**config.mk**
```make
export PLATFORM = sky130hd
export DESIGN_NAME = error_interrupt_info_capture
export DESIGN_NICKNAME = d
export VERILOG_FILES = /design/src/core/error_interrupt_info_capture.v
export VERILOG_INCLUDE_DIRS = /design/src /design/src/core
export SDC_FILE = /design/constraint.sdc
export NUM_CORES = 1
export LEC_CHECK = 0
export ABC_CLOCK_PERIOD_IN_PS = 2660
export BUFFER_PORTS_ARGS = -buffer_cell sky130_fd_sc_hd__buf_4
export CAP_MARGIN = 20
export CORE_MARGIN = 1.5
export CORE_UTILIZATION = 35
export CTS_BUF_LIST = sky130_fd_sc_hd__clkbuf_4
export CTS_CLUSTER_SIZE = 30
export DETAILED_ROUTE_END_ITERATION = 12
export PLACE_DENSITY = 0.69
export SLEW_MARGIN = 10
export SYNTH_ARGS = -nofsm -noshare
export SYNTH_HDL_FRONTEND = slang
export SYNTH_SLANG_ARGS = --single-unit
```
**constraint.sdc**
```tcl
create_clock -name i_sys_clk -period 2.66 [get_ports i_sys_clk]
set_clock_uncertainty 0.15 [all_clocks]
set_input_delay 0.266 -clock i_sys_clk [delete_from_list [all_inputs] [get_ports i_sys_clk]]
set_output_delay 0.266 -clock i_sys_clk [all_outputs]
set_load 0.02 [all_outputs]
```
**src/core/err_info_consts.vh**
```
`ifndef ERR_INFO_CONSTS_VH
`define ERR_INFO_CONSTS_VH
`define OFS_IRQ_ENABLE          12'h500
`define OFS_IRQ_CLEAR           12'h508
`define OFS_IRQ_STATUS          12'h510
`define OFS_IRQ_MASK            12'h514
`define OFS_RAM_UNCORR_HIGH     12'h524
`define OFS_DRAM_CORR_LOW       12'h528
`define OFS_DRAM_CORR_HIGH      12'h52C
`define OFS_DRAM_UNCORR_LOW     12'h530
`define OFS_DRAM_UNCORR_HIGH    12'h534
`define OFS_BAD_ACCESS_LOW      12'h538
`define OFS_BAD_ACCESS_HIGH     12'h53C
`define OFS_BAD_REGPORT_LOW     12'h540
`define OFS_BAD_REGPORT_HIGH    12'h544
`define SRC_RAM_UNCORR          1
`define SRC_DRAM_CORR           2
`define SRC_DRAM_UNCORR         3
`define SRC_BAD_ACCESS          4
`define SRC_BAD_REGPORT         5
`define NUM_SRC                 6
`define OFLOW_POS               16
`define LOW_VALID_POS           0
`define HIGH_VALID_POS          31
`define DBID_HI                 10
`define DBID_LO                 4
`define BANK_HI                 3
`define BANK_LO                 0
`define RANK_HI                 31
`define RANK_LO                 29
`define ROW_HI                  28
`define ROW_LO                  11
`define COL_HI                  10
`define COL_LO                  1
`define LOC_VALID_HI            27
`define LOC_VALID_LO            24
`define NIBBLE_HI               23
`define NIBBLE_LO               4
`define MASKED_RANK_POS         22
`define UNMAPPED_POS            21
`define SEC_FAIL_POS            20
`define OUTSIDE_POS             19
`define REGION_HI               18
`define REGION_LO               10
`define WRITE_POS               9
`define NONSECURE_POS           8
`define SOURCE_ID_HI            7
`define SOURCE_ID_LO            1
`define REGPORT_ADDR_HI         13
`define REGPORT_ADDR_LO         1
`define RESET_WORD              32'h00000000
`define RESP_OKAY               2'h0
`define RESP_SLVERR             2'h2
`endif

```
**src/core/error_interrupt_info_capture.v**
```verilog
// Added by the designer: the AXI4-Lite slave port.
`timescale 1ns/10ps
`include "err_info_consts.vh"
module error_interrupt_info_capture (
    input  wire        i_sys_clk,
    input  wire        i_reset_n,
    input  wire [11:0] i_awaddr,
    input  wire        i_awvalid,
    output reg         o_awready,
    input  wire [31:0] i_wdata,
    input  wire [3:0]  i_wstrb,
    input  wire        i_wvalid,
    output reg         o_wready,
    output reg  [1:0]  o_bresp,
    output reg         o_bvalid,
    input  wire        i_bready,
    input  wire [11:0] i_araddr,
    input  wire        i_arvalid,
    output reg         o_arready,
    output reg  [31:0] o_rdata,
    output reg  [1:0]  o_rresp,
    output reg         o_rvalid,
    input  wire        i_rready,
    input  wire        i_ram_uncorr_event,
    input  wire [6:0]  i_ram_uncorr_buffer_id,
    input  wire [3:0]  i_ram_uncorr_bank,
    input  wire        i_dram_corr_event,
    input  wire [2:0]  i_dram_corr_rank,
    input  wire [17:0] i_dram_corr_row,
    input  wire [9:0]  i_dram_corr_column,
    input  wire [3:0]  i_dram_corr_bank,
    input  wire [19:0] i_dram_corr_nibble_loc,
    input  wire [3:0]  i_dram_corr_loc_valid,
    input  wire        i_dram_uncorr_event,
    input  wire [2:0]  i_dram_uncorr_rank,
    input  wire [17:0] i_dram_uncorr_row,
    input  wire [9:0]  i_dram_uncorr_column,
    input  wire [3:0]  i_dram_uncorr_bank,
    input  wire        i_bad_access_event,
    input  wire        i_hit_masked_rank,
    input  wire        i_unmapped,
    input  wire        i_security_check_failed,
    input  wire        i_outside_default,
    input  wire [8:0]  i_region,
    input  wire        i_is_write,
    input  wire        i_access_nonsecure,
    input  wire [6:0]  i_source_id,
    input  wire        i_bad_regport_event,
    input  wire [12:0] i_regport_addr,
    output reg         o_irq
);

    reg  [`NUM_SRC-1:0] pending;
    reg  [`NUM_SRC-1:0] overflow;
    reg  [`NUM_SRC-1:0] enable;
    reg  [`NUM_SRC-1:0] mask;
    reg  [31:0]         ram_uncorrected_info_high;
    reg  [31:0]         dram_corrected_info_low;
    reg  [31:0]         dram_corrected_info_high;
    reg  [31:0]         dram_uncorrected_info_low;
    reg  [31:0]         dram_uncorrected_info_high;
    reg  [31:0]         bad_access_info_low;
    reg  [31:0]         bad_access_info_high;
    reg  [31:0]         bad_regport_info_low;
    reg  [31:0]         bad_regport_info_high;
    reg  [11:0]         aw_addr;
    reg                 aw_held;
    reg  [31:0]         w_data;
    reg  [3:0]          w_strb;
    reg                 w_held;
    reg  [31:0]         next_rdata;
    reg  [1:0]          next_rresp;
    reg                 wr_known;
    reg  [31:0]         next_ram_uncorr_high;
    reg  [31:0]         next_corr_low;
    reg  [31:0]         next_corr_high;
    reg  [31:0]         next_uncorr_low;
    reg  [31:0]         next_uncorr_high;
    reg  [31:0]         next_access_low;
    reg  [31:0]         next_access_high;
    reg  [31:0]         next_regport_low;
    reg  [31:0]         next_regport_high;
    wire [`NUM_SRC-1:0] event_in;
    wire [`NUM_SRC-1:0] clear_bits;
    wire [`NUM_SRC-1:0] load;
    wire                wr_fire;
    wire                rd_fire;

    // Corrected on-chip RAM source has no words in this bank; its event is tied off
    assign event_in = {i_bad_regport_event, i_bad_access_event, i_dram_uncorr_event,
                       i_dram_corr_event, i_ram_uncorr_event, 1'b0};

    assign wr_fire = aw_held && w_held && !o_bvalid;
    assign rd_fire = i_arvalid && o_arready;
    assign clear_bits = (wr_fire && aw_addr == `OFS_IRQ_CLEAR && w_strb[0])
                        ? w_data[`NUM_SRC-1:0] : {`NUM_SRC{1'b0}};
    assign load = event_in & ~pending;

    genvar g;
    generate
        for (g = 0; g < `NUM_SRC; g = g + 1) begin : g_src
            // Event beats a clear in the same cycle
            always @(posedge i_sys_clk) begin
                if (!i_reset_n) begin
                    pending[g] <= 1'b0;
                end else if (event_in[g]) begin
                    pending[g] <= 1'b1;
                end else if (clear_bits[g]) begin
                    pending[g] <= 1'b0;
                end
            end

            // Clear drops overflow so the kept capture reads valid again
            always @(posedge i_sys_clk) begin
                if (!i_reset_n) begin
                    overflow[g] <= 1'b0;
                end else if (event_in[g] && pending[g] && !clear_bits[g]) begin
                    overflow[g] <= 1'b1;
                end else if (clear_bits[g]) begin
                    overflow[g] <= 1'b0;
                end
            end
        end
    endgenerate

    // Words are built field by field; anything not named stays zero
    always @* begin
        next_ram_uncorr_high = `RESET_WORD;
        next_ram_uncorr_high[`HIGH_VALID_POS] = 1'b1;
        next_ram_uncorr_high[`DBID_HI:`DBID_LO] = i_ram_uncorr_buffer_id;
        next_ram_uncorr_high[`BANK_HI:`BANK_LO] = i_ram_uncorr_bank;
        next_corr_low = `RESET_WORD;
        next_corr_low[`LOW_VALID_POS] = 1'b1;
        next_corr_low[`RANK_HI:`RANK_LO] = i_dram_corr_rank;
        next_corr_low[`ROW_HI:`ROW_LO] = i_dram_corr_row;
        next_corr_low[`COL_HI:`COL_LO] = i_dram_corr_column;
        next_corr_high = `RESET_WORD;
        next_corr_high[`HIGH_VALID_POS] = 1'b1;
        next_corr_high[`LOC_VALID_HI:`LOC_VALID_LO] = i_dram_corr_loc_valid;
        next_corr_high[`NIBBLE_HI:`NIBBLE_LO] = i_dram_corr_nibble_loc;
        next_corr_high[`BANK_HI:`BANK_LO] = i_dram_corr_bank;
        next_uncorr_low = `RESET_WORD;
        next_uncorr_low[`LOW_VALID_POS] = 1'b1;
        next_uncorr_low[`RANK_HI:`RANK_LO] = i_dram_uncorr_rank;
        next_uncorr_low[`ROW_HI:`ROW_LO] = i_dram_uncorr_row;
        next_uncorr_low[`COL_HI:`COL_LO] = i_dram_uncorr_column;
        next_uncorr_high = `RESET_WORD;
        next_uncorr_high[`HIGH_VALID_POS] = 1'b1;
        next_uncorr_high[`BANK_HI:`BANK_LO] = i_dram_uncorr_bank;
        next_access_low = `RESET_WORD;
        next_access_low[`LOW_VALID_POS] = 1'b1;
        next_access_low[`MASKED_RANK_POS] = i_hit_masked_rank;
        next_access_low[`UNMAPPED_POS] = i_unmapped;
        next_access_low[`SEC_FAIL_POS] = i_security_check_failed;
        next_access_low[`OUTSIDE_POS] = i_outside_default;
        next_access_low[`REGION_HI:`REGION_LO] = i_region;
        next_access_low[`WRITE_POS] = i_is_write;
        next_access_low[`NONSECURE_POS] = i_access_nonsecure;
        next_access_low[`SOURCE_ID_HI:`SOURCE_ID_LO] = i_source_id;
        next_access_high = `RESET_WORD;
        next_access_high[`HIGH_VALID_POS] = 1'b1;
        next_regport_low = `RESET_WORD;
        next_regport_low[`LOW_VALID_POS] = 1'b1;
        next_regport_low[`REGPORT_ADDR_HI:`REGPORT_ADDR_LO] = i_regport_addr;
        next_regport_high = `RESET_WORD;
        next_regport_high[`HIGH_VALID_POS] = 1'b1;
    end

    // Capture logic is the only writer of info words
    always @(posedge i_sys_clk) begin
        if (!i_reset_n) begin
            ram_uncorrected_info_high  <= `RESET_WORD;
            dram_corrected_info_low    <= `RESET_WORD;
            dram_corrected_info_high   <= `RESET_WORD;
            dram_uncorrected_info_low  <= `RESET_WORD;
            dram_uncorrected_info_high <= `RESET_WORD;
            bad_access_info_low        <= `RESET_WORD;
            bad_access_info_high       <= `RESET_WORD;
            bad_regport_info_low       <= `RESET_WORD;
            bad_regport_info_high      <= `RESET_WORD;
        end else begin
            if (load[`SRC_RAM_UNCORR])
                ram_uncorrected_info_high <= next_ram_uncorr_high;
            if (load[`SRC_DRAM_CORR]) begin
                dram_corrected_info_low  <= next_corr_low;
                dram_corrected_info_high <= next_corr_high;
            end
            if (load[`SRC_DRAM_UNCORR]) begin
                dram_uncorrected_info_low  <= next_uncorr_low;
                dram_uncorrected_info_high <= next_uncorr_high;
            end
            if (load[`SRC_BAD_ACCESS]) begin
                bad_access_info_low  <= next_access_low;
                bad_access_info_high <= next_access_high;
            end
            if (load[`SRC_BAD_REGPORT]) begin
                bad_regport_info_low  <= next_regport_low;
                bad_regport_info_high <= next_regport_high;
            end
        end
    end

    // Ready drops after a handshake so each channel holds one item at most
    always @(posedge i_sys_clk) begin
        if (!i_reset_n) begin
            o_awready <= 1'b0;
            o_wready  <= 1'b0;
        end else begin
            o_awready <= !aw_held && !(i_awvalid && o_awready) && !o_bvalid;
            o_wready  <= !w_held && !(i_wvalid && o_wready) && !o_bvalid;
        end
    end

    // Software-owned enable and mask bits
    always @(posedge i_sys_clk) begin
        if (!i_reset_n) begin
            enable <= {`NUM_SRC{1'b0}};
            mask   <= {`NUM_SRC{1'b0}};
        end else if (wr_fire && w_strb[0]) begin
            if (aw_addr == `OFS_IRQ_ENABLE)
                enable <= w_data[`NUM_SRC-1:0];
            if (aw_addr == `OFS_IRQ_MASK)
                mask <= w_data[`NUM_SRC-1:0];
        end
    end

    // Write channel: address and data accepted in either order
    always @(posedge i_sys_clk) begin
        if (!i_reset_n) begin
            aw_addr   <= 12'h000;
            aw_held   <= 1'b0;
            w_data    <= 32'h00000000;
            w_strb    <= 4'h0;
            w_held    <= 1'b0;
            o_bvalid  <= 1'b0;
            o_bresp   <= `RESP_OKAY;
        end else begin
            if (i_awvalid && o_awready) begin
                aw_addr <= i_awaddr;
                aw_held <= 1'b1;
            end
            if (i_wvalid && o_wready) begin
                w_data <= i_wdata;
                w_strb <= i_wstrb;
                w_held <= 1'b1;
            end
            if (wr_fire) begin
                aw_held  <= 1'b0;
                w_held   <= 1'b0;
                o_bvalid <= 1'b1;
                o_bresp  <= wr_known ? `RESP_OKAY : `RESP_SLVERR;
            end else if (o_bvalid && i_bready) begin
                o_bvalid <= 1'b0;
            end
        end
    end

    // Info words accept writes silently with OKAY; the data is dropped
    always @* begin
        case (aw_addr)
            `OFS_IRQ_ENABLE,
            `OFS_IRQ_CLEAR,
            `OFS_IRQ_MASK,
            `OFS_IRQ_STATUS,
            `OFS_RAM_UNCORR_HIGH,
            `OFS_DRAM_CORR_LOW,
            `OFS_DRAM_CORR_HIGH,
            `OFS_DRAM_UNCORR_LOW,
            `OFS_DRAM_UNCORR_HIGH,
            `OFS_BAD_ACCESS_LOW,
            `OFS_BAD_ACCESS_HIGH,
            `OFS_BAD_REGPORT_LOW,
            `OFS_BAD_REGPORT_HIGH: wr_known = 1'b1;
            default: wr_known = 1'b0;
        endcase
    end

    // Valid bit is gated by overflow at read time
    always @* begin
        next_rresp = `RESP_OKAY;
        case (i_araddr)
            `OFS_IRQ_ENABLE:  next_rdata = {26'h0000000, enable};
            `OFS_IRQ_MASK:    next_rdata = {26'h0000000, mask};
            `OFS_IRQ_STATUS:  next_rdata = {10'h000, overflow, 10'h000, pending};
            `OFS_RAM_UNCORR_HIGH:
                next_rdata = ram_uncorrected_info_high &
                             {~overflow[`SRC_RAM_UNCORR], 31'h7FFFFFFF};
            `OFS_DRAM_CORR_LOW:
                next_rdata = dram_corrected_info_low &
                             {31'h7FFFFFFF, ~overflow[`SRC_DRAM_CORR]};
            `OFS_DRAM_CORR_HIGH:
                next_rdata = dram_corrected_info_high &
                             {~overflow[`SRC_DRAM_CORR], 31'h7FFFFFFF};
            `OFS_DRAM_UNCORR_LOW:
                next_rdata = dram_uncorrected_info_low &
                             {31'h7FFFFFFF, ~overflow[`SRC_DRAM_UNCORR]};
            `OFS_DRAM_UNCORR_HIGH:
                next_rdata = dram_uncorrected_info_high &
                             {~overflow[`SRC_DRAM_UNCORR], 31'h7FFFFFFF};
            `OFS_BAD_ACCESS_LOW:
                next_rdata = bad_access_info_low &
                             {31'h7FFFFFFF, ~overflow[`SRC_BAD_ACCESS]};
            `OFS_BAD_ACCESS_HIGH:
                next_rdata = bad_access_info_high &
                             {~overflow[`SRC_BAD_ACCESS], 31'h7FFFFFFF};
            `OFS_BAD_REGPORT_LOW:
                next_rdata = bad_regport_info_low &
                             {31'h7FFFFFFF, ~overflow[`SRC_BAD_REGPORT]};
            `OFS_BAD_REGPORT_HIGH:
                next_rdata = bad_regport_info_high &
                             {~overflow[`SRC_BAD_REGPORT], 31'h7FFFFFFF};
            `OFS_IRQ_CLEAR: next_rdata = 32'h00000000;
            default: begin
                next_rdata = 32'h00000000;
                next_rresp = `RESP_SLVERR;
            end
        endcase
    end

    always @(posedge i_sys_clk) begin
        if (!i_reset_n) begin
            o_arready <= 1'b0;
        end else begin
            o_arready <= !o_rvalid && !rd_fire;
        end
    end

    // Read answer holds until the master takes it
    always @(posedge i_sys_clk) begin
        if (!i_reset_n) begin
            o_rvalid  <= 1'b0;
            o_rdata   <= 32'h00000000;
            o_rresp   <= `RESP_OKAY;
        end else begin
            if (rd_fire) begin
                o_rvalid <= 1'b1;
                o_rdata  <= next_rdata;
                o_rresp  <= next_rresp;
            end else if (o_rvalid && i_rready) begin
                o_rvalid <= 1'b0;
            end
        end
    end

    // Registered level; follows pending & enable & mask one cycle late
    always @(posedge i_sys_clk) begin
        if (!i_reset_n) begin
            o_irq <= 1'b0;
        end else begin
            o_irq <= |(pending & enable & mask);
        end
    end

endmodule // error_interrupt_info_capture

```
==> impl_metrics.toml <==
[outcome]
status = "finished, final reports clean"

[routing]
drtPass1Iterations = 7
vias = 10561
finalWirelength_um = 35900
detail-route-antenna-nets = 0
drt_iter0_drc = 1057
wl_per_cell_um = 17.5
routed_via_density = 5.16
route.detailed.drc = 0

[synth]
synth.distinct_cells = 66
synth_area_mm2 = 0.00947
ys.flop_type = "dfxtp_1"
async_flop_share = 0
synthTopCellsByArea = "dfxtp_1 48%, nand2_1 14%, a21oi_1 9.5%, mux2i_1 2.9%, clkbuf_1 2.5%"
synth_top_cell_by_area = "dfxtp_1"
ys_warn_count = 0
ys_seq_area_frac = 0.482
synth-edff-count = 0
synth_top_area_frac = 0.482
syn_area_per_cell_um2 = 8.07
ys_ff_latch = 228
syn-instance-count = 1174

[setup_path]
worst_path_largest_cell_delay_ns = 0.55
endpoint_kind = "register"
worstPathCellList = "nor4b_1 > nand3b_1 > nor4_2 > buf_4 > a21boi_0 > o21a_1 > dlygate4sd3_1"
path_max_fanout = 10
slowest_stage = "dlygate4sd3_1"
worstPathArrival_ns = 2.89
start_kind = "register"
crit_required_ns = 3.04
crit_family = "simple AND/OR/NAND/NOR gates"
crit_buf_inv = 2
path_class = "register to register"

[sta]
fmax_mhz = 398
drv_slew = 0
grt_setup_unrepaired = "no"
post-route-period-util = 0.944
setup_viol = 0
tns_ns = 0
final_hold_viol_count = 0
slew_headroom = 0.500
hold_ws_ns = 0.0721
timing.final.crit_period_ns = 2.51
tightest_slew_ns = 0.731

[die]
num_rows = 60
ios = 254
fp.dieW_um = 168
initial_core_util = 0.354
fp.coreArea_mm2 = 0.0267
dieHeight_um = 168
dieArea_mm2 = 0.0281

[power]
ir_worst_vdd_mv = 0.322
power.density_mw_per_mm2 = 521
p_leak_nw = 6.02
total_power_w = 0.00773

[clock_tree]
clk_root_buffer_cell = "clkbuf_4"
cts_sinks = 228
clockBufferDepth = 3
cts_tree = "done"
numCtsBuffers = 59
htree_levels = 2
clk_pin_slew_ns = 0.07
clock_latency_ns = 0.71

[placement]
hpwl_um = 23100
dpl-instance-area_mm2 = 0.0115
portBuffers = 222
gp_congestion = 0.891
placedCellCount = 1688

[finish]
n_fill_cell = 2354
layout.nets = 1879
seqCellArea_mm2 = 0.00456
drive_gt1_frac = 0.222
multiInputGateArea_mm2 = 0.00454
area_delta_synth_final_pct = 56.7
final_area_mm2 = 0.0148
fin_cells = 2048

[run]
drv_cap = 0

[grt]
met1_usage = 0.328
grt.busiest_layer = "met2"
grt_pass1_wl_um = 54800
grt-ovfl-total = 0
met2_usage = 0.401
track_usage = 0.248
antenna_found_initial = 3
grt_pass1_vias = 10443
grt_max_degree = 117
use_met3 = 0.0475

[hold_path]
hold_path_class = "primary input to register"
-- cells by family after synthesis --
kind of cell / Yosys count / share of synthesized area
buffers and inverters: 94 / 0.0407
other: 1 / 0.000396
AND/OR/NAND/NOR: 494 / 0.234
multiplexers: 38 / 0.0416
AO/OA/AOI/OAI: 319 / 0.201
flip-flops: 228 / 0.482
-- metal layers --
layer	wire (µm)	up-vias
met5	0	-
met4	1110	0
met3	2950	76
met2	16500	493
met1	15300	4911
li1	-	5081
-- metrics by stage --
stage / worst slack, ns / util
after floorplan: 0.715 / -
after global placement: 0.418 / 0.432
after detailed placement: 0.362 / 0.432
after CTS: 0.104 / 0.555
after global routing: 0.0274 / 0.555
final: 0.148 / 0.555
-- flip-flops by register name (all words and copies together) (netlist names), 4 cells and up --
| register | flops |
|---|---|
| w_data | 6 |
| dram_corrected_info_high | 28 |
| aw_addr | 12 |
| bad_regport_info_low | 14 |
| dram_corrected_info_low | 32 |
| overflow | 5 |
| ram_uncorrected_info_high | 12 |
| mask | 6 |
| enable | 6 |
| bad_access_info_low | 23 |
| dram_uncorrected_info_high | 4 |
| dram_uncorrected_info_low | 32 |
| o_rdata | 32 |
| pending | 5 |
-- synth_stat cells (all sizes together) (3+ instances only) --
cell       n
a221oi     4
buf       21
nand2    350
a21boi     6
a32oi     13
nor4      10
o22ai      4
nor2      42
a22o       3
and3       5
a22oi     27
a21oi    179
inv        8
nor3      10
or3b       4
nor4b      4
o21a       6
a32o       5
mux2i     27
clkbuf    65
a211oi     8
nand3     26
o2bb2ai    3
nand3b     6
nand2b     9
dfxtp    228
a31oi      6
nor3b      5
nor2b      9
o21ai     38
mux2      11
o211ai     3
-- report_power, final --
part,switching (W),internal [W],total [W]
Sequential,0.000118,0.00357,0.00369
Clock,0.00142,0.00147,0.00289
Combinational,0.000531,0.000616,0.00115
Total,0.00207,0.00566,0.00773
-- final cells by class --
class                           count  area share
Tap cell                          341      0.0287
Antenna cell                        3    0.000506
Sequential cell                   228       0.307
Timing Repair Buffer              517       0.307
Inverter                            8     0.00236
Clock buffer                       79      0.0400
Clock inverter                     19     0.00750
Multi-Input combinational cell    853       0.306
-- repair_timing --
item | 4_1_cts | 5_1_grt
endpoints found under the setup margin | 0 | 5
hold buffers | 258 | 0
endpoints found under the hold margin | 180 | 0
gates resized for setup | 0 | 0
setup buffers | 0 | 1
-- layout by cell type, fill, tap and decap left out, drive strengths merged, types with 26 or more instances in the layout --
cell         instances
nand2              350
buf                259
dlygate4sd3        258
dfxtp              228
a21oi              179
clkbuf              79
nor2                42
o21ai               38
mux2i               27
a22oi               27
nand3               26
-- worst min-delay path: cells and delay by family --
| family | cells | cell delay, ns |
|---|---|---|
| and+or+nand+nor | 3 | 0.28 |
| buffers and inverters | 1 | 0.21 |
| AOI/OAI and AO/OA | 1 | 0.08 |
-- final timing paths --
path | from | to | slack, ns | cells past startpoint
setup / recovery | aw_addr[0]$_SDFFE_PN0P_ | pending[2]$_SDFFE_PN0P_ | 0.15 | 7
hold / removal | i_araddr[6] | o_rdata[5]$_SDFFE_PN0P_ | 0.07 | 5
setup reg to reg | aw_addr[0]$_SDFFE_PN0P_ | pending[2]$_SDFFE_PN0P_ | 0.15 | 7
hold reg to reg | dram_uncorrected_info_high[3]$_SDFFE_PN0P_ | dram_uncorrected_info_high[3]$_SDFFE_PN0P_ | 0.30 | 2
Note: power is estimated with default switching activity, not from simulation.
